$ cat src/rtl/pie_cfg.svh
// Constants for the interrupt event source block
// Overview of operation
// - Three millisecond timers raise events 26, 27 and 28 when their interval elapses.
// - Timer enable changes never touch timer events already queued.
// - A re-enabled timer restarts its elapsed count from zero.
// - Inputs 0-7 raise events 0-7 on rise, 10-17 on fall.
// - One enable per input gates both its rising and falling events.
// - Input edges are seen at up to 1 kHz; faster ones may vanish.
// - Edge events need both global enable and their input enable.
// - Counter compare matches raise events 20-25 when globally and locally enabled.
// - Pulse train completion raises event 18 or 19 when enabled.
// - Supply loss raises the power-fail event when enabled.
// - Each serial port has four separately enabled event sources.
// - Port 0 uses 30-33, port 1 34-37, port 2 8, 9, 38, 39.
// - Clearing a serial enable keeps its already queued events.
// - Frame events fire when a frame transmit or receive completes.
// - Serial events appear only in free-format protocol mode.
// - Enabled events enter an eight-entry FIFO, popped from head on service completion.
// - A full queue masks new events until drained and main program resumed.
`ifndef PIE_CFG_SVH
`define PIE_CFG_SVH

`define PIE_NUM_EVENTS 40
`define PIE_EVT_W 6
`define PIE_QUEUE_DEPTH 8
`define PIE_LEVEL_W 4
`define PIE_INTERVAL_W 16
`define PIE_PRESCALE_W 16
`define PIE_NUM_INPUTS 8
`define PIE_NUM_TIMERS 3
`define PIE_NUM_COUNTERS 6

`define PIE_CLK_NS 100
`define PIE_MS_NS 1000000
`define PIE_TICK_CYCLES ((`PIE_MS_NS) / (`PIE_CLK_NS))

`define PIE_EVT_RISE_BASE 0
`define PIE_EVT_FALL_BASE 10
`define PIE_EVT_P2_CHAR_TX 8
`define PIE_EVT_P2_CHAR_RX 9
`define PIE_EVT_PULSE0 18
`define PIE_EVT_PULSE1 19
`define PIE_EVT_COUNTER_BASE 20
`define PIE_EVT_TIMER_BASE 26
`define PIE_EVT_POWER 29
`define PIE_EVT_PORT0_BASE 30
`define PIE_EVT_PORT_STRIDE 4
`define PIE_EVT_P2_FRAME_TX 38
`define PIE_EVT_P2_FRAME_RX 39

`define PIE_RESET_EVT 6'h00
`define PIE_RESET_LEVEL 4'h0
`define PIE_RESET_COUNT 16'h0000

`endif

$ cat src/rtl/pie_pkg.sv
// Types shared by the interrupt event source modules
`include "pie_cfg.svh"
package pie_pkg;

   typedef logic [`PIE_EVT_W-1:0] pie_evt_type;

   typedef struct packed {
      logic [`PIE_INTERVAL_W-1:0] count;
      logic armed;
      logic fire;
   } pie_timer_state_type;

   typedef struct packed {
      logic [`PIE_QUEUE_DEPTH-1:0][`PIE_EVT_W-1:0] entry;
      logic [`PIE_LEVEL_W-1:0] level;
      logic masked;
      logic busy;
   } pie_queue_state_type;

   typedef struct packed {
      logic [`PIE_PRESCALE_W-1:0] prescale;
      logic tick;
      logic [`PIE_NUM_INPUTS-1:0] din_seen;
      logic power_seen;
      logic [`PIE_NUM_EVENTS-1:0] pending;
   } pie_top_state_type;

endpackage

$ cat src/rtl/pie_top.sv
// Interrupt event sources feeding the request queue
`timescale 1ns/100ps
`include "pie_cfg.svh"
module pie_top
   import pie_pkg::*;
#(
   parameter int TICK_CYCLES = `PIE_TICK_CYCLES
)(
   // Clock and reset
   input wire logic mclk,
   input wire logic rst,
   input wire logic ce,
   // Global control
   input wire logic global_irq_enable,
   // Timer sources
   input wire logic [`PIE_INTERVAL_W-1:0] timer0_interval,
   input wire logic [`PIE_INTERVAL_W-1:0] timer1_interval,
   input wire logic [`PIE_INTERVAL_W-1:0] timer2_interval,
   input wire logic timer0_event_enable,
   input wire logic timer1_event_enable,
   input wire logic timer2_event_enable,
   // Digital inputs and their edge enables
   input wire logic [`PIE_NUM_INPUTS-1:0] digital_input,
   input wire logic [`PIE_NUM_INPUTS-1:0] input_edge_enable,
   // Fast counter compare matches
   input wire logic [`PIE_NUM_COUNTERS-1:0] counter_match,
   input wire logic counter_match_enable,
   // Pulse train completion
   input wire logic pulse0_done,
   input wire logic pulse1_done,
   input wire logic pulse0_done_enable,
   input wire logic pulse1_done_enable,
   // Supply monitor
   input wire logic power_loss,
   input wire logic power_fail_enable,
   // Serial ports, one bit per port
   input wire logic [2:0] free_format_mode,
   input wire logic [2:0] char_tx_done,
   input wire logic [2:0] char_rx_done,
   input wire logic [2:0] frame_tx_done,
   input wire logic [2:0] frame_rx_done,
   // Serial event enables
   input wire logic port0_char_tx_enable,
   input wire logic port0_char_rx_enable,
   input wire logic port0_frame_tx_enable,
   input wire logic port0_frame_rx_enable,
   input wire logic port1_char_tx_enable,
   input wire logic port1_char_rx_enable,
   input wire logic port1_frame_tx_enable,
   input wire logic port1_frame_rx_enable,
   input wire logic port2_char_tx_enable,
   input wire logic port2_char_rx_enable,
   input wire logic port2_frame_tx_enable,
   input wire logic port2_frame_rx_enable,
   // Service handshake
   input wire logic service_done,
   input wire logic main_resumed,
   // Queue state
   output logic irq_pending,
   output logic [`PIE_EVT_W-1:0] irq_event,
   output logic [`PIE_LEVEL_W-1:0] queue_level,
   output logic queue_masked
);
   localparam logic [`PIE_PRESCALE_W-1:0] TICK_LAST = `PIE_PRESCALE_W'(TICK_CYCLES - 1);

   pie_top_state_type s;
   pie_top_state_type next_s;

   logic [`PIE_NUM_EVENTS-1:0] raw;
   logic [`PIE_NUM_EVENTS-1:0] allowed;
   logic [`PIE_NUM_EVENTS-1:0] fresh;
   logic [`PIE_NUM_EVENTS-1:0] taken;
   logic [`PIE_NUM_TIMERS-1:0] timer_fire;
   logic [`PIE_NUM_TIMERS-1:0] timer_enable;
   logic [`PIE_NUM_TIMERS-1:0][`PIE_INTERVAL_W-1:0] timer_interval;
   logic [1:0][3:0] port_enable;
   logic push_valid;
   logic push_ready;
   logic [`PIE_EVT_W-1:0] push_event;
   logic q_masked;

   assign timer_enable = {timer2_event_enable, timer1_event_enable, timer0_event_enable};
   assign timer_interval = {timer2_interval, timer1_interval, timer0_interval};
   assign port_enable[0] = {port0_frame_rx_enable, port0_frame_tx_enable,
                            port0_char_rx_enable, port0_char_tx_enable};
   assign port_enable[1] = {port1_frame_rx_enable, port1_frame_tx_enable,
                            port1_char_rx_enable, port1_char_tx_enable};

   // Timers carry their own enable; disabling one never reaches into the queue
   genvar t;
   generate
      for (t = 0; t < `PIE_NUM_TIMERS; t++) begin : g_timer
         pie_timer u_timer (
            .mclk(mclk),
            .rst(rst),
            .ce(ce),
            .tick(s.tick),
            .enable(timer_enable[t]),
            .interval(timer_interval[t]),
            .fire(timer_fire[t])
         );
         assign raw[`PIE_EVT_TIMER_BASE + t] = timer_fire[t];
         assign allowed[`PIE_EVT_TIMER_BASE + t] = 1'b1;
      end
   endgenerate

   // Inputs sampled on the millisecond tick: edges closer than 1 ms can merge
   genvar i;
   generate
      for (i = 0; i < `PIE_NUM_INPUTS; i++) begin : g_input
         assign raw[`PIE_EVT_RISE_BASE + i] =
            s.tick && digital_input[i] && !s.din_seen[i];
         assign raw[`PIE_EVT_FALL_BASE + i] =
            s.tick && !digital_input[i] && s.din_seen[i];
         assign allowed[`PIE_EVT_RISE_BASE + i] = input_edge_enable[i];
         assign allowed[`PIE_EVT_FALL_BASE + i] = input_edge_enable[i];
      end
   endgenerate

   genvar c;
   generate
      for (c = 0; c < `PIE_NUM_COUNTERS; c++) begin : g_counter
         assign raw[`PIE_EVT_COUNTER_BASE + c] = counter_match[c];
         assign allowed[`PIE_EVT_COUNTER_BASE + c] = counter_match_enable;
      end
   endgenerate

   assign raw[`PIE_EVT_PULSE0] = pulse0_done;
   assign raw[`PIE_EVT_PULSE1] = pulse1_done;
   assign allowed[`PIE_EVT_PULSE0] = pulse0_done_enable;
   assign allowed[`PIE_EVT_PULSE1] = pulse1_done_enable;

   // Supply loss is a level; only its onset makes an event
   assign raw[`PIE_EVT_POWER] = power_loss && !s.power_seen;
   assign allowed[`PIE_EVT_POWER] = power_fail_enable;

   // Ports 0 and 1 share one layout of four consecutive numbers
   genvar p;
   generate
      for (p = 0; p < 2; p++) begin : g_port
         localparam int BASE = `PIE_EVT_PORT0_BASE + p * `PIE_EVT_PORT_STRIDE;
         assign raw[BASE + 0] = char_tx_done[p];
         assign raw[BASE + 1] = char_rx_done[p];
         assign raw[BASE + 2] = frame_tx_done[p];
         assign raw[BASE + 3] = frame_rx_done[p];
         assign allowed[BASE + 0] = free_format_mode[p] && port_enable[p][0];
         assign allowed[BASE + 1] = free_format_mode[p] && port_enable[p][1];
         assign allowed[BASE + 2] = free_format_mode[p] && port_enable[p][2];
         assign allowed[BASE + 3] = free_format_mode[p] && port_enable[p][3];
      end
   endgenerate

   // Port 2 borrows the two unused numbers between the edge groups
   assign raw[`PIE_EVT_P2_CHAR_TX] = char_tx_done[2];
   assign raw[`PIE_EVT_P2_CHAR_RX] = char_rx_done[2];
   assign raw[`PIE_EVT_P2_FRAME_TX] = frame_tx_done[2];
   assign raw[`PIE_EVT_P2_FRAME_RX] = frame_rx_done[2];
   assign allowed[`PIE_EVT_P2_CHAR_TX] = free_format_mode[2] && port2_char_tx_enable;
   assign allowed[`PIE_EVT_P2_CHAR_RX] = free_format_mode[2] && port2_char_rx_enable;
   assign allowed[`PIE_EVT_P2_FRAME_TX] = free_format_mode[2] && port2_frame_tx_enable;
   assign allowed[`PIE_EVT_P2_FRAME_RX] = free_format_mode[2] && port2_frame_rx_enable;

   // Enables other than the timer ones act only here, on arrival; queued entries are never revisited
   assign fresh = raw & allowed & {`PIE_NUM_EVENTS{global_irq_enable && !q_masked}};

   // Lowest pending number goes first, one per cycle
   always_comb begin
      push_valid = 1'b0;
      push_event = `PIE_RESET_EVT;
      taken = '0;
      for (int n = `PIE_NUM_EVENTS - 1; n >= 0; n--) begin
         if (s.pending[n]) begin
            push_valid = 1'b1;
            push_event = n[`PIE_EVT_W-1:0];
            taken = '0;
            taken[n] = 1'b1;
         end
      end
   end

   always_comb begin
      next_s = s;
      if (s.prescale == TICK_LAST) begin
         next_s.prescale = '0;
         next_s.tick = 1'b1;
      end else begin
         next_s.prescale = s.prescale + 16'h0001;
         next_s.tick = 1'b0;
      end
      if (s.tick) begin
         next_s.din_seen = digital_input;
      end
      next_s.power_seen = power_loss;
      if (q_masked) begin
         // Anything still waiting when the queue fills is lost with the mask
         next_s.pending = '0;
      end else begin
         next_s.pending = (s.pending & ~(push_ready ? taken : '0)) | fresh;
      end
   end

   always_ff @(posedge mclk) begin
      if (rst) begin
         s <= '0;
      end else if (ce) begin
         s <= next_s;
      end
   end

   pie_queue u_queue (
      .mclk(mclk),
      .rst(rst),
      .ce(ce),
      .push_valid(push_valid),
      .push_event(push_event),
      .push_ready(push_ready),
      .service_done(service_done),
      .main_resumed(main_resumed),
      .head_event(irq_event),
      .level(queue_level),
      .masked(q_masked),
      .busy(irq_pending)
   );

   assign queue_masked = q_masked;
endmodule

$ cat src/rtl/pie_timer.sv
// One periodic millisecond timer event source
`timescale 1ns/100ps
`include "pie_cfg.svh"
module pie_timer
   import pie_pkg::*;
(
   // Clock and reset
   input wire logic mclk,
   input wire logic rst,
   input wire logic ce,
   // Control
   input wire logic tick,
   input wire logic enable,
   input wire logic [`PIE_INTERVAL_W-1:0] interval,
   // Event
   output logic fire
);
   pie_timer_state_type s;
   pie_timer_state_type next_s;
   logic [`PIE_INTERVAL_W:0] bumped;

   always_comb begin
      next_s = s;
      next_s.fire = 1'b0;
      next_s.armed = enable;
      bumped = {1'b0, s.count} + {{`PIE_INTERVAL_W{1'b0}}, 1'b1};
      if (!enable || !s.armed) begin
         next_s.count = `PIE_RESET_COUNT;
      end else if (tick) begin
         if (interval != '0 && bumped >= {1'b0, interval}) begin
            next_s.fire = 1'b1;
            next_s.count = `PIE_RESET_COUNT;
         end else if (!bumped[`PIE_INTERVAL_W]) begin
            next_s.count = bumped[`PIE_INTERVAL_W-1:0];
         end
      end
   end

   always_ff @(posedge mclk) begin
      if (rst) begin
         s <= '0;
      end else if (ce) begin
         s <= next_s;
      end
   end

   assign fire = s.fire;
endmodule

$ cat src/rtl/pie_queue.sv
// Eight-entry shifting request queue with full mask
`timescale 1ns/100ps
`include "pie_cfg.svh"
module pie_queue
   import pie_pkg::*;
(
   // Clock and reset
   input wire logic mclk,
   input wire logic rst,
   input wire logic ce,
   // Push side
   input wire logic push_valid,
   input wire logic [`PIE_EVT_W-1:0] push_event,
   output logic push_ready,
   // Service side
   input wire logic service_done,
   input wire logic main_resumed,
   output logic [`PIE_EVT_W-1:0] head_event,
   output logic [`PIE_LEVEL_W-1:0] level,
   output logic masked,
   output logic busy
);
   pie_queue_state_type s;
   pie_queue_state_type next_s;
   logic pop;
   logic push;
   logic [`PIE_LEVEL_W-1:0] after_pop;

   // Full implies masked, so the mask alone refuses pushes
   assign push_ready = !s.masked;

   always_comb begin
      next_s = s;
      pop = service_done && s.level != `PIE_RESET_LEVEL;
      push = push_valid && !s.masked;
      after_pop = s.level;
      if (pop) begin
         // Head removed only when its service completes; the rest move up
         for (int i = 0; i < `PIE_QUEUE_DEPTH - 1; i++) begin
            next_s.entry[i] = s.entry[i+1];
         end
         next_s.entry[`PIE_QUEUE_DEPTH-1] = `PIE_RESET_EVT;
         after_pop = s.level - 4'h1;
      end
      if (push) begin
         next_s.entry[after_pop[2:0]] = push_event;
      end
      next_s.level = after_pop + {3'h0, push};
      if (next_s.level == 4'h8) begin
         next_s.masked = 1'b1;
      end else if (s.masked && s.level == `PIE_RESET_LEVEL && main_resumed) begin
         next_s.masked = 1'b0;
      end
      next_s.busy = next_s.level != `PIE_RESET_LEVEL;
   end

   always_ff @(posedge mclk) begin
      if (rst) begin
         s <= '0;
      end else if (ce) begin
         s <= next_s;
      end
   end

   assign head_event = s.entry[0];
   assign level = s.level;
   assign masked = s.masked;
   assign busy = s.busy;
endmodule

$ cat config.mk
export PLATFORM = sky130hd
export DESIGN_NAME = pie_top
export DESIGN_NICKNAME = d
export VERILOG_FILES = /design/src/rtl/pie_pkg.sv /design/src/rtl/pie_top.sv /design/src/rtl/pie_timer.sv /design/src/rtl/pie_queue.sv
export VERILOG_INCLUDE_DIRS = /design/src /design/src/rtl
export SDC_FILE = /design/constraint.sdc
export NUM_CORES = 1
export LEC_CHECK = 0
export ABC_AREA = 1
export BUFFER_PORTS_ARGS = -buffer_cell sky130_fd_sc_hd__buf_2
export CAP_MARGIN = 15
export CORE_UTILIZATION = 54
export DETAILED_ROUTE_END_ITERATION = 10
export GPL_TIMING_DRIVEN = 0
export PLACE_DENSITY = 0.84
export SKIP_LAST_GASP = 1
export SLEW_MARGIN = 25
export SYNTH_ARGS = -nofsm -noshare
export SYNTH_HDL_FRONTEND = slang
export SYNTH_SLANG_ARGS = --single-unit
export TNS_END_PERCENT = 20
$ cat constraint.sdc
create_clock -name mclk -period 3.4 [get_ports mclk]
set_input_delay 0.68 -clock mclk [delete_from_list [all_inputs] [get_ports mclk]]
set_output_delay 0.68 -clock mclk [all_outputs]
set_load 0.02 [all_outputs]
* Yosys cells after proc, flatten, opt, wreduce, memory -nomap -nowiden
Cells that the tools add are included.
Cells by class: equal/unequal tests 5, mux-type cells 152, divide/modulo/power cells 0, order comparisons 5, shift operators 0, $mul 0, reductions and logical operators 96, add/subtract/negate cells 6, bitwise logic cells 5
Operators by type and width (count):
- 40-bit 2-to-1 mux | 42
- 6-bit 2-to-1 mux | 41
- 16-bit 2-to-1 mux | 12
- 40-bit bitwise AND | 3
- 48-bit 2-to-1 mux | 2
- 1-bit logical AND | 54
- 16-bit by 1-bit adder with 17-bit output, second input constant | 3
- 17-bit by 16-bit >= comparator with 1-bit output | 3
- 1-bit 2-to-1 mux | 51
- 48-bit bitwise mux | 1
- 16-bit nonzero test | 3
- 40-bit NOT | 1
- 40-bit bitwise OR | 1
- 1-bit logical NOT | 24
- 6-bit demux with 3-bit select | 1
- 17-bit 2-to-1 mux | 1
- 16-bit by 1-bit adder with 16-bit output, second input constant | 1
- 16-bit by 14-bit equality test with 1-bit output, second input constant | 1
- 3-bit != test, second input constant | 3
- 3-bit AND reduction | 3
- 2-bit nonzero test | 4
- 4-bit nonzero test | 2
- 4-bit by 1-bit adder with 4-bit output | 1
- 4-bit equality test, second input constant | 1
- other kinds (7) | 10
Storage, ports and cells: flip-flop bits (word level) 174, memory bits (read-only) 0, latch bits 0, memory bits (writable) 0, memories 0, word-level logic and storage cells 294, output and inout bits 12, bits of input ports 113

* Logic depth before layout (Yosys ltp)
Gate-level depths: netlist of the first run.
depth in word-level cells 45, depth in mapped cells 37, depth with buffers taken out 37

* Cells and area by module
A second synthesis of the first run with hierarchy kept.
Unflattened totals: cell total of the unflattened synthesis 2084, area, all modules 12749.7 um^2
By module, submodules not included:
- pie_top | area each 3911.3 um^2, instances 1, seq. area each 1321.3 um^2, cells each 639
- pie_timer at g_timer[0].u_timer ... | area each 1791.7 um^2, instances 2, seq. area each 360.3 um^2, cells each 275
- pie_queue | area each 3549.7 um^2, instances 1, seq. area each 1081.0 um^2, cells each 611
- pie_timer at g_timer[1].u_timer | area each 1705.4 um^2, instances 1, seq. area each 360.3 um^2, cells each 284

* Worst setup path before layout of the first run
Ideal clock, no wire load.
path kind flip-flop to flip-flop, start point reg g_timer[0].u_timer.s[2] (netlist bit), end point reg g_timer[0].u_timer.s[17] (netlist bit), clock period less this slack 3139 ps, data required time 3330 ps, arrival time 3068 ps, setup slack 261 ps, cell stages (with the launch flop) 26, path buffers 0, cells stage by stage dfxtp_1 -> inv_1 -> nor3_1 -> nand2_1 -> nor2_1 -> inv_1 -> nor2_1 -> inv_1 -> nor3_1 -> nand2_1 -> nor2_1 -> xor2_1 -> inv_1 -> ha_1 -> nand2_1 -> o21ai_0 -> a21oi_1 -> o21ai_0 -> a2111o_1 -> nand2_1 -> inv_1 -> nor2_4 -> nand2_1 -> inv_2 -> nand2_1 -> a21oi_1
On the way: longest elaborated chain between the ends 6, elaborated cells between the ends (all ways) 9, those cells by class add/sub: 1; order compare: 1; eq/ne: 1; mux: 4; reduce/logical: 2
RTL lines:
- start: declaration | line pie_timer.sv:18 | pie_timer_state_type s;
- start signal: assignment | line pie_timer.sv:43 | s <= next_s;
- 16-bit by 1-bit adder with 17-bit output (*) | line pie_timer.sv:26 | bumped = {1'b0, s.count} + {{`PIE_INTERVAL_W{1'b0}}, 1'b1};
- 17-bit by 16-bit >= comparator with 1-bit output | line pie_timer.sv:30 | if (interval != '0 && bumped >= {1'b0, interval}) begin
- 1-bit logical AND | line pie_timer.sv:30
- 16-bit 2-to-1 mux | line pie_timer.sv:30
- 16-bit 2-to-1 mux | line pie_timer.sv:29 | end else if (tick) begin
- 16-bit 2-to-1 mux | line pie_timer.sv:27 | if (!enable || !s.armed) begin
Mark *: on every way between the ends. The rest lies on a longest branch, timed or not. The select of a mux whose other input is x is not followed. A chain may end at the register's enable or synchronous reset.

* Final worst setup path of the first run
start point reg g_timer[0].u_timer.s[3] (netlist bit), end point reg g_timer[0].u_timer.s[9] (netlist bit)
The elaborated chain is that of the path after synthesis.

==> results of run 1 <==
## logic make-up (layout without fill, tap and decap cells)
group,Yosys count,count (layout),synth area share
DFF,174,174,0.314
buffers and inverters,308,488,0.109
AOI/OAI and AO/OA,393,393,0.193
and+or+nand+nor,735,735,0.288
adders and majority gates,55,55,0.0620
xor gates and xnor gates,44,44,0.0347
## state kept, by name, indices dropped and copies added, names as in the netlist
| name | cells |
|---|---|
| u_queue.busy | 1 |
| u_queue.masked | 1 |
| g_timer.u_timer.fire | 3 |
| u_queue.level | 4 |
| g_timer.u_timer.s | 51 |
| s | 66 |
| u_queue.head_event | 6 |
| u_queue.s | 42 |
## power groups by stage
stage | Clock [mW] | Sequential, mW | Combinational [mW]
floorplan | 0 | 2.21 | 0.758
global placement | 0 | 2.22 | 1.10
detailed placement | 0 | 2.22 | 1.12
CTS | 1.91 | 2.17 | 1.13
global route | 1.99 | 2.18 | 1.30
finish | 1.91 | 2.17 | 1.18
## worst register-to-register path, stage by stage, from the launching register on
cell and delay [ns]:
sky130_fd_sc_hd__dfxtp_4 0.37, sky130_fd_sc_hd__inv_2 0.05, sky130_fd_sc_hd__nor3_4 0.21, sky130_fd_sc_hd__nand2_1 0.08
sky130_fd_sc_hd__nor2_1 0.11, sky130_fd_sc_hd__inv_1 0.07, sky130_fd_sc_hd__nor2_2 0.13, sky130_fd_sc_hd__inv_2 0.08
sky130_fd_sc_hd__o21ai_1 0.18, sky130_fd_sc_hd__o21ai_0 0.12, sky130_fd_sc_hd__inv_1 0.15, sky130_fd_sc_hd__ha_4 0.22
sky130_fd_sc_hd__nand2_1 0.06, sky130_fd_sc_hd__inv_1 0.03, sky130_fd_sc_hd__a221oi_1 0.22, sky130_fd_sc_hd__o21ai_1 0.10
sky130_fd_sc_hd__a21oi_1 0.15, sky130_fd_sc_hd__o21ai_1 0.09, sky130_fd_sc_hd__a2111o_1 0.41, sky130_fd_sc_hd__nand2_1 0.08
sky130_fd_sc_hd__inv_2 0.05, sky130_fd_sc_hd__nor2_4 0.11, sky130_fd_sc_hd__nand2_2 0.09, sky130_fd_sc_hd__clkinv_4 0.10
sky130_fd_sc_hd__nand2_2 0.06, sky130_fd_sc_hd__a21oi_1 0.14
## repair_timing
action	in CTS	in global routing
pin swaps	7	47
setup buffers	10	14
gates cloned	0	2
endpoints found under the setup margin	42	53
hold buffers	0	0
gates resized for setup	17	106
## per-layer routing
layer | vias to the layer above | track usage | wire length (um)
met2 | 561 | 0.525 | 16600
met4 | 0 | 0.114 | 888
met5 | - | 0 | 0
met3 | 85 | 0.0467 | 2750
li1 | 5990 | - | -
met1 | 5776 | 0.408 | 14900
## stage by stage
stage,std cells,utilization,setup TNS (ns)
final,2159,0.658,-2.07
after global routing,2159,0.658,-10.68
after CTS,2143,0.633,-1.88
after detailed placement,2101,0.598,-5.76
after global placement,2101,0.598,-2.56
after floorplan,1709,-,0
## layout make-up
type                    count  area, um^2
fillers                  1744        6890
multi-input cells        1227        6810
flip-flops and latches    174        3510
inverters                 242         918
repair buffers            148         843
clock buffers              19         443
well taps                 270         338
plain buffers              66         308
clock inverters            13         116
## layout by cell type, fill, tap and decap left out, drive strengths merged
cell	netlist	layout
a21o	3	3
o31ai	4	4
ha	55	55
dfxtp	174	174
nor3b	2	2
clkinvlp	0	2
clkbuf	48	68
nor2	139	139
a41oi	1	1
nand3	79	79
a211oi	2	2
o211a	1	1
xnor2	10	10
o41ai	3	3
o211ai	1	1
nand4	44	44
o21ai	115	115
and2	1	1
inv	236	237
clkinv	6	15
nand3b	1	1
o221ai	2	2
o21bai	3	3
a221oi	1	1
a22oi	1	1
and3	1	1
o21a	6	6
nand2	410	410
bufinv	0	1
or2	3	3
a31oi	31	31
nor3	31	31
buf	18	165
xor2	34	34
o311ai	3	3
a2111o	1	1
nor4	24	24
a21oi	215	215
## worst paths after layout
check | startpoint | to | depth (start not counted)
max reg2reg | g_timer[0].u_timer.s[3] | g_timer[0].u_timer.s[9] | 25
max | g_timer[0].u_timer.s[3] | g_timer[0].u_timer.s[9] | 25
min reg2reg | g_timer[2].u_timer.s[12] | g_timer[2].u_timer.s[12] | 2
min | g_timer[2].u_timer.s[12] | g_timer[2].u_timer.s[12] | 2
==> summary.md, run 1 <==
* 0 — Final Slew Violations
* 0.0202 mm^2 — core area
* sky130_fd_sc_hd__dfxtp_1 — cell taking the most area after synthesis
* 0.41 ns — delay of the slowest critical-path stage
* 3.55 ns — Tmin final
* 0.413 — proportion of power drawn by flip-flops and latches
* 3.76 ns — required time at the endpoint of the critical path
* 1,216 — drt first-iter violations
* 0.186 — share of cells above drive strength 1
* 5.75 — post-DR vias/cell
* 0 — DRT antenna net count
* 28 — number of setup violations in the final report
* 174 — number of flip-flops and latches in the synthesized netlist
* 0.0111 mm^2 — Mapped Area
* 125 — Top Ports
* 0.00814 ns — Max Clock Skew
* yes — unrepaired setup endpoints after global routing
* 19.5% — Layout area overhead
* 1.75 mW — Switch Pwr
* 0 — DRC violation count after routing
* 3.91 ns — Arr. time, crit path
* 25,000 um — HPWL after detailed placement
* 6.50 um^2 — Avg Cell Area, Syn
* 1,709 — Post-Synthesis Cells
* 50 — post-synth cell types
* flip-flop — kind of end point of the critical path
* 4 — number of H-tree levels
* 2,044 — net total in the final layout
* -0.299 ns — pre-CTS setup slack
* 35,100 um — DRT Wirelength
* 1.05 — fraction of the cycle the final worst path needs
* 17 — total CTS buffers
* 0.551 — initial standard-cell utilization of the core
* 0.362 — clock network fraction of design power
* 0 — number of enable flip-flop cells after synthesis
* 54,000 um — wire length of the first global-routing pass
* 7 — number of buffers and inverters on the critical path
* sky130_fd_sc_hd__clkbuf_16 — root buf cell
* 122 — Port Buffer Count
* 174 — clk sink count
* 397 mW/mm^2 — P per Cell Area
* 0.0133 mm^2 — summed area of non-filler cells in the final layout
* 0 — initial antenna violation count
* 0 — yosys warns
* 6 — first drt pass iteration count
* flip-flop — kind of start point of the critical path
* 0 — Async SR Flop Fraction
* finished with violations — result of the run
* 0 — total congestion overflow
* 0.225 — share of power burned in combinational logic
* 145 um — DIE HEIGHT
* 0 — Ant. Diodes
* -0.15 ns — register-to-register setup slack
* flip-flop to flip-flop — category of the critical setup timing path
* 16.3 um — average wire per standard cell
* sky130_fd_sc_hd__a2111o_1 — worst-path cell with the longest stage delay
* 0 — count of max-cap constraint violations
* built — CTS tree
* 0.314 — share of the yosys chip area belonging to registers
* 0.332 — switching share of total power
* 0.0121 mm^2 — Placed Area
* sky130_fd_sc_hd__nand2_1 — most frequent cell after synthesis
* flip-flop to flip-flop — Worst Hold Class
* 0.349 mV — worst ir drop on vdd
* negative setup slack — violated checks
* sky130_fd_sc_hd__dfxtp_1, sky130_fd_sc_hd__nand2_1, sky130_fd_sc_hd__a21oi_1 — largest cells by area after synthesis
* 11,200 — vias in the first global route
* 1.00 — Placer Congestion
* 0.44 ns — clock insertion delay at the later pin of the skew report
* 0.313 — overall fraction of global-route tracks in use
* 1,877 — syn_nets
* -0.155 ns — setup slack after layout
* 0.0211 mm^2 — Die Footprint
* 1.08 ns — worst-margin pin slew
* 3.52 mW — Internal Pwr Total
* sky130_fd_sc_hd__nand2_1, sky130_fd_sc_hd__a21oi_1, sky130_fd_sc_hd__inv_1, sky130_fd_sc_hd__dfxtp_1, sky130_fd_sc_hd__nor2_1 — list of most frequent post-synthesis cells
* 281 MHz — Achievable Freq
* 52 — placement row count
* 0.07 ns — clock-pin slew of the registers on the worst-case setup and hold paths
* 145 um — width of the chip
* 0.314 — post-synth top area share
* compound AO/OA/AOI/OAI gates — cell class contributing the biggest share of worst-path delay
* 0.467 ns — Final Hold Slack
* 0.276 — worst-case headroom to the max-slew limit
* 12,400 — number of vias after detailed routing
* sky130_fd_sc_hd__dfxtp_1 — most instantiated flip-flop cell in the synthesis netlist
* 5.27 mW — Pwr Total
* 5.77 nW — leakage power
* 8 — maximum fanout encountered on the critical timing path
* 2 — clock tree buffer depth
* 17 — pin count of the biggest net entering global routing
* 0 — Final Hold Fails
Power figures use the tool's default switching activity.
==> run 2: changes to the inputs <==
--- a/config.mk
+++ b/config.mk
@@ -11,7 +11,6 @@
 export CAP_MARGIN = 15
 export CORE_UTILIZATION = 54
 export DETAILED_ROUTE_END_ITERATION = 10
-export GPL_TIMING_DRIVEN = 0
 export PLACE_DENSITY = 0.84
 export SKIP_LAST_GASP = 1
 export SLEW_MARGIN = 25
==> run 2 against run 1 <==
Against the previous run:
- the run still ends with negative setup slack left
- sequential share of layout area increased by 0.59 points
- combinational power fell by 7%
- core utilization down 1.5 points
- hold slack got worse by 0.0088 ns
- design area decreased by 2.3%
- largest cell class unchanged
==> summary.md, run 2 (synthesized netlist as in run 1, its figures left out) <==
* finished with violations — result of the run
* negative setup slack — violated checks
* 0.643 — Util after Layout, -0.0153
* 1,772 — fill count, +1.6%
* 3.45 ns — Tmin final, -0.109 ns
* 1,993 — net total in the final layout, -2.5%
* 0.316 — worst-case headroom to the max-slew limit, +0.0404
* 14.5 um — average wire per standard cell, -11%
* sky130_fd_sc_hd__clkbuf_16 — root buf cell
* 0.42 ns — clock insertion delay at the later pin of the skew report, -0.02 ns
* 399 mW/mm^2 — P per Cell Area, +0.50%
* 0.962 — Placer Congestion, -4.3%
* 1.03 ns — worst-margin pin slew, -0.0556 ns
* 1.01 — fraction of the cycle the final worst path needs, -0.0319
* 0.175 — share of cells above drive strength 1, -0.0113
* 0 — DRC violation count after routing, unchanged
* built — CTS tree
* 0.0119 mm^2 — Placed Area, -0.94%
* 16.8% — Layout area overhead
* 3.74 ns — required time at the endpoint of the critical path, -0.02 ns
* 30,600 um — DRT Wirelength, -13%
* s: 66 flops, g_timer.u_timer.s: 51 flops, u_queue.s: 42 flops — largest registers
* 174 — clk sink count, unchanged
* 3.59 mW — Internal Pwr Total, +2.2%
* 0.367 — clock network fraction of design power, +0.005
* 1 — initial antenna violation count, +1
* 66 — max FFs per register, unchanged
* 0 — total congestion overflow, unchanged
* 0 — Final Slew Violations, unchanged
* 0 — count of max-cap constraint violations, unchanged
* sky130_fd_sc_hd__nand2_1, sky130_fd_sc_hd__inv_1, sky130_fd_sc_hd__a21oi_1, sky130_fd_sc_hd__dfxtp_1, sky130_fd_sc_hd__buf_2 — commonest cells after routing, fill and taps aside
* 5.65 nW — leakage power, -2.2%
* flip-flop — kind of start point of the critical path
* 0.06 ns — clock-pin slew of the registers on the worst-case setup and hold paths, about the same
* 0 — DRT antenna net count, unchanged
* flip-flop to flip-flop — Worst Hold Class
* 144 — pin count of the biggest net entering global routing, +127
* 145 um — DIE HEIGHT, unchanged
* 0.551 — initial standard-cell utilization of the core, unchanged
* 0.0130 mm^2 — summed area of non-filler cells in the final layout, -2.3%
* 4 — number of H-tree levels, unchanged
* 145 um — width of the chip, unchanged
* 0.212 — share of power burned in combinational logic, -0.013
* 3.79 ns — Arr. time, crit path, -0.12 ns
* 290 MHz — Achievable Freq, +3.2%
* sky130_fd_sc_hd__nand2_1 — leading cell type in the layout, fill and taps excluded
* 0.305 — switching share of total power, -0.0275
* 5.58 — post-DR vias/cell, -2.9%
* 10,500 — vias in the first global route, -6.2%
* 0.00848 ns — Max Clock Skew, +0.000335 ns
* flip-flop to flip-flop — category of the critical setup timing path
* -0.0460 ns — setup slack after layout, +0.109 ns
* 0.421 — proportion of power drawn by flip-flops and latches, +0.008
* 17 — total CTS buffers, unchanged
* 21,400 um — HPWL after detailed placement, -14%
* 13 — number of setup violations in the final report, -54%
* flip-flop — kind of end point of the critical path
* 125 — Top Ports, unchanged
* 0 — number of hold buffers added after cts, unchanged
* 1.58 mW — Switch Pwr, -9.9%
* 0.0202 mm^2 — core area, unchanged
* 0.277 — overall fraction of global-route tracks in use, -0.0360
* 2 — clock tree buffer depth, unchanged
* 52 — placement row count, unchanged
* 6 — maximum fanout encountered on the critical timing path, -2
* yes — unrepaired setup endpoints after global routing
* 0 — Final Hold Fails, unchanged
* 49,000 um — wire length of the first global-routing pass, -9.2%
* 0.0211 mm^2 — Die Footprint, unchanged
* s — register name with the most flops
* 124 — Port Buffer Count, +1.6%
* 5 — first drt pass iteration count, -1
* 11,700 — number of vias after detailed routing, -5.3%
* 0.370 mV — worst ir drop on vdd, +5.9%
* 940 — drt first-iter violations, -23%
run 2: metal layers:
layer,wire [um],global-route usage,vias to the layer above
met2,14500,0.463,401
met1,13500,0.369,5405
met4,799,0.0811,0
met3,1770,0.0426,65
met5,0,0,-
li1,-,-,5877
run 2: area by class of cell:
type / instances / area [um^2] / area share
antenna: 1 / 2.50 / 0.000193
clock buffer: 21 / 470 / 0.0363
clock inverter: 7 / 90.1 / 0.00695
inverter: 242 / 918 / 0.0708
multi-input combinational: 1227 / 6660 / 0.513
sequential: 174 / 3500 / 0.270
tap: 270 / 338 / 0.0260
timing repair buffer: 163 / 992 / 0.0765
run 2: final timing paths:
kind	startpoint	end	slack, ns	depth (start not counted)
worst max-delay path	g_timer[1].u_timer.s[4]	g_timer[1].u_timer.s[10]	-0.05	20
worst min-delay path	s[65]	s[65]	0.46	1
worst max register to register	g_timer[1].u_timer.s[4]	g_timer[1].u_timer.s[10]	-0.05	20
worst min register to register	s[65]	s[65]	0.46	1
run 2: worst max-delay path, cell delays in order, from the launching register on:
cell and delay [ns]:
sky130_fd_sc_hd__dfxtp_2 0.36, sky130_fd_sc_hd__nand3_1 0.14, sky130_fd_sc_hd__nor2_2 0.16, sky130_fd_sc_hd__nand3_1 0.17, sky130_fd_sc_hd__nor3_2 0.15, sky130_fd_sc_hd__inv_1 0.08, sky130_fd_sc_hd__nor2_1 0.12, sky130_fd_sc_hd__nand2_1 0.08
sky130_fd_sc_hd__nor3_2 0.18, sky130_fd_sc_hd__xor2_1 0.25, sky130_fd_sc_hd__ha_1 0.30, sky130_fd_sc_hd__nand4_1 0.12, sky130_fd_sc_hd__nor2_1 0.06, sky130_fd_sc_hd__a21oi_1 0.16, sky130_fd_sc_hd__o211ai_1 0.12, sky130_fd_sc_hd__nand2_1 0.14
sky130_fd_sc_hd__inv_2 0.08, sky130_fd_sc_hd__nor3_4 0.29, sky130_fd_sc_hd__clkbuf_16 0.20, sky130_fd_sc_hd__nand2_1 0.05, sky130_fd_sc_hd__a21oi_1 0.13
run 2: metrics by stage:
step / TNS (ns) / hold slack, ns / cells / power (mW) / setup WS [ns]
after floorplan: 0 / 0.422 / 1709 / 2.96 / 0.261
after global placement: 0 / 0.438 / 2059 / 3.25 / 0.00357
after detailed placement: -2.82 / 0.440 / 2059 / 3.28 / -0.158
after CTS: -0.983 / 0.464 / 2090 / 5.16 / -0.130
after global routing: -10.61 / 0.483 / 2105 / 5.42 / -0.332
final: -0.250 / 0.458 / 2105 / 5.17 / -0.0460
run 2: power groups by stage:
stage                     sequential [mW]  combinational (mW)  clock (mW)
final                                2.18                1.10        1.90
after detailed placement             2.22                1.06           0
after floorplan                      2.21               0.758           0
after global routing                 2.18                1.22        2.01
after CTS                            2.17                1.06        1.92
after global placement               2.22                1.04           0
run 2: repair_timing:
item	CTS	global route
gates resized for setup	5	69
setup endpoints to repair	37	51
gates cloned	0	2
setup buffers	3	12
pin swaps	3	31
endpoints found under the hold margin	0	0
==> run 3: changes to the inputs <==
--- a/config.mk
+++ b/config.mk
@@ -12,6 +12,7 @@
 export CORE_UTILIZATION = 54
 export DETAILED_ROUTE_END_ITERATION = 10
 export PLACE_DENSITY = 0.84
+export RECOVER_POWER = 25
 export SKIP_LAST_GASP = 1
 export SLEW_MARGIN = 25
 export SYNTH_ARGS = -nofsm -noshare
==> run 3 against run 2 <==
Against the previous run:
- the flow finishes with violations (max-capacitance violations, max-slew violations, negative setup slack)
- combinational power about the same
- count of clock-buffer cells in the layout is the same
- die area unchanged
- routed wire length about the same
- global-route usage did not move
- worst setup slack worse by 0.017 ns
- critical path depth grew 3
- final cell count about the same
- sequential cell count unchanged
- largest cell class unchanged
==> summary.md, run 3 (synthesized netlist as in run 1, its figures left out) <==
* finished with violations — result of the run
* max-capacitance violations, max-slew violations, negative setup slack — violated checks
* 0.277 — overall fraction of global-route tracks in use, unchanged
* 1.67 ns — worst-margin pin slew, +0.647 ns
* -0.158 ns — pre-CTS setup slack, unchanged
* 6 — maximum fanout encountered on the critical timing path, unchanged
* 23 — worst r2r path cells, +15%
* 1 — count of max-cap constraint violations, +1
* 14.6 um — average wire per standard cell, +0.14%
* 0.368 — clock network fraction of design power, about the same
* 0.551 — initial standard-cell utilization of the core, unchanged
* 0 — DRT antenna net count, unchanged
* -0.115 — worst-case headroom to the max-slew limit, -0.431
* -0.06 ns — register-to-register setup slack, -0.02 ns
* 0.37 ns — delay of the slowest critical-path stage, about the same
* 0 — total congestion overflow, unchanged
* 5.61 — post-DR vias/cell, +0.46%
* sky130_fd_sc_hd__nand2_1 — cell occurring most often along the worst timing path
* 0.43 ns — clock insertion delay at the later pin of the skew report, about the same
* 16.6% — Layout area overhead
* flip-flop — kind of end point of the critical path
* 2,104 — Layout Cells excl Fill, -0.048%
* 3.59 mW — Internal Pwr Total, -0.17%
* s — register name with the most flops
* 10,500 — vias in the first global route, unchanged
* 21,400 um — HPWL after detailed placement, unchanged
* 0.211 — share of power burned in combinational logic, about the same
* 3.46 ns — Tmin final, +0.0171 ns
* 0.168 — share of cells above drive strength 1, -0.00709
* sky130_fd_sc_hd__dfxtp_4 — worst-path cell with the longest stage delay
* 2 — clock tree buffer depth, unchanged
* 66 — max FFs per register, unchanged
* 52 — placement row count, unchanged
* -0.398 ns — accumulated negative setup slack, -0.148 ns
* 49,000 um — wire length of the first global-routing pass, unchanged
* 893 — drt first-iter violations, -5.0%
* flip-flop to flip-flop — Worst Hold Class
* 1 — hold-critical path depth, unchanged
* -0.0631 ns — setup slack after layout, -0.0171 ns
* 0.0211 mm^2 — Die Footprint, unchanged
* 125 — Top Ports, unchanged
* ha_4, nand2_2, inv_2, nand4_1, inv_1, nand2_1, nor2_2, nand3_2, nor2_2, nand2_2, xor2_1, inv_1, ha_4, a21oi_2, o221ai_2, a31oi_2, o211ai_1, nand2_1, inv_2, nor3_4, clkbuf_16, nand2_1, a21oi_1 — worst-path cell chain
* 0 — Ant. Diodes, -1
* 399 mW/mm^2 — P per Cell Area, about the same
* yes — unrepaired setup endpoints after global routing
* 144 — pin count of the biggest net entering global routing, unchanged
* 0.0202 mm^2 — core area, unchanged
* 0.421 — proportion of power drawn by flip-flops and latches, about the same
* 1,993 — net total in the final layout, unchanged
* 0 — Final Hold Fails, unchanged
* 0.305 — switching share of total power, +0.000506
* 145 um — width of the chip, unchanged
* sky130_fd_sc_hd__nand2_1 — leading cell type in the layout, fill and taps excluded
* sky130_fd_sc_hd__nand2_1, sky130_fd_sc_hd__inv_1, sky130_fd_sc_hd__a21oi_1, sky130_fd_sc_hd__dfxtp_1, sky130_fd_sc_hd__buf_2 — commonest cells after routing, fill and taps aside
* 145 um — DIE HEIGHT, unchanged
* 6 — first drt pass iteration count, +1
* flip-flop — kind of start point of the critical path
* 0 — DRC violation count after routing, unchanged
* 1.02 — fraction of the cycle the final worst path needs, +0.00503
* s: 66 flops, g_timer.u_timer.s: 51 flops, u_queue.s: 42 flops — largest registers
* 3.81 ns — Arr. time, crit path, +0.02 ns
* s[65] — worst min-delay path endpoint
* 0.00879 ns — Max Clock Skew, +0.000309 ns
* 0 — number of hold buffers added after cts, unchanged
* g_timer[1].u_timer.s[2] — Crit Reg-Reg Startpoint
* 3.75 ns — required time at the endpoint of the critical path, about the same
* 124 — Port Buffer Count, unchanged
* 2,059 — number of cells after detailed placement, unchanged
* 174 — clk sink count, unchanged
* 30,600 um — DRT Wirelength, about the same
* 34 — Final Slew Violations, +34
* 0.06 ns — clock-pin slew of the registers on the worst-case setup and hold paths, about the same
* 5.17 mW — Pwr Total, about the same
* s[65] — start point of the worst hold path
* 0.362 mV — worst ir drop on vdd, -2.1%
* 4 — number of H-tree levels, unchanged
* 14 — number of setup violations in the final report, +1
* 17 — total CTS buffers, unchanged
* flip-flop to flip-flop — category of the critical setup timing path
* sky130_fd_sc_hd__clkbuf_16 — root buf cell
* simple AND/OR/NAND/NOR gates — cell class contributing the biggest share of worst-path delay
* 5.60 nW — leakage power, -0.89%
* 11,800 — number of vias after detailed routing, +0.41%
* 1.58 mW — Switch Pwr, about the same
* built — CTS tree
* 0.962 — Placer Congestion, unchanged
* g_timer[1].u_timer.s[10] — FF-to-FF End
* 5 — number of buffers and inverters on the critical path, +2
* 0 — initial antenna violation count, -1
* 289 MHz — Achievable Freq, -0.49%
run 3: cell types whose count changed in the layout (fill, tap and decap cells not counted):
cell / delta
sky130_fd_sc_hd__buf_2: -12
sky130_fd_sc_hd__buf_4: -1
sky130_fd_sc_hd__clkbuf_1: +13
sky130_fd_sc_hd__diode_2: -1
run 3: worst max path at each step:
stage / from / end / cells after the start
final: g_timer[1].u_timer.s[2] / g_timer[1].u_timer.s[10] / 23
after global routing: g_timer[1].u_timer.s[4] / g_timer[1].u_timer.s[10] / 20
after CTS: g_timer[2].u_timer.s[2] / g_timer[2].u_timer.s[3] / 24
after detailed placement: g_timer[0].u_timer.s[2] / g_timer[0].u_timer.s[8] / 25
after global placement: g_timer[2].u_timer.s[2] / g_timer[2].u_timer.s[7] / 24
after floorplan: g_timer[0].u_timer.s[2] / g_timer[0].u_timer.s[17] / 25
run 3: area by class of cell:
type,count,area [um^2]
clock inverters,7,90.1
flip-flops and latches,174,3500
multi-input cells,1227,6660
repair buffers,163,973
clock buffers,21,470
fillers,1777,7220
inverters,242,918
well taps,270,338
run 3: power groups by stage:
stage	clock, mW	sequential (mW)	combinational [mW]
final	1.90	2.18	1.09
after global routing	2.01	2.18	1.22
after CTS	1.92	2.17	1.06
after global placement	0	2.22	1.04
after detailed placement	0	2.22	1.06
after floorplan	0	2.21	0.758
run 3: worst register-to-register path, stage by stage, from the launching register on:
cell and delay [ns]:
sky130_fd_sc_hd__dfxtp_4 0.37, sky130_fd_sc_hd__ha_4 0.14, sky130_fd_sc_hd__nand2_2 0.05, sky130_fd_sc_hd__inv_2 0.07, sky130_fd_sc_hd__nand4_1 0.13, sky130_fd_sc_hd__inv_1 0.08, sky130_fd_sc_hd__nand2_1 0.06, sky130_fd_sc_hd__nor2_2 0.15
sky130_fd_sc_hd__nand3_2 0.10, sky130_fd_sc_hd__nor2_2 0.13, sky130_fd_sc_hd__nand2_2 0.08, sky130_fd_sc_hd__xor2_1 0.15, sky130_fd_sc_hd__inv_1 0.11, sky130_fd_sc_hd__ha_4 0.22, sky130_fd_sc_hd__a21oi_2 0.16, sky130_fd_sc_hd__o221ai_2 0.11
sky130_fd_sc_hd__a31oi_2 0.23, sky130_fd_sc_hd__o211ai_1 0.14, sky130_fd_sc_hd__nand2_1 0.15, sky130_fd_sc_hd__inv_2 0.08, sky130_fd_sc_hd__nor3_4 0.30, sky130_fd_sc_hd__clkbuf_16 0.21, sky130_fd_sc_hd__nand2_1 0.05, sky130_fd_sc_hd__a21oi_1 0.12
run 3: per-stage QoR:
step | area (um^2) | hold WS (ns) | utilization
3_3_place_gp | 11900 | 0.438 | 0.592
4_1_cts | 12600 | 0.464 | 0.622
6_report | 12900 | 0.459 | 0.642
5_1_grt | 12900 | 0.483 | 0.642
2_1_floorplan | 11100 | 0.422 | -
3_5_place_dp | 11900 | 0.440 | 0.592
run 3: what timing repair did:
action | CTS | global route
setup endpoints to repair | 37 | 51
buffers inserted | 3 | 12
pin swaps | 3 | 31
cloned | 0 | 2
resized for setup | 5 | 69
run 3: metal layers:
metal / global-route usage / vias up / routed length, um
met5: 0 / - / 0
met4: 0.0811 / 0 / 840
met3: 0.0426 / 72 / 1960
met2: 0.463 / 440 / 14400
met1: 0.369 / 5405 / 13400
li1: - / 5879 / -
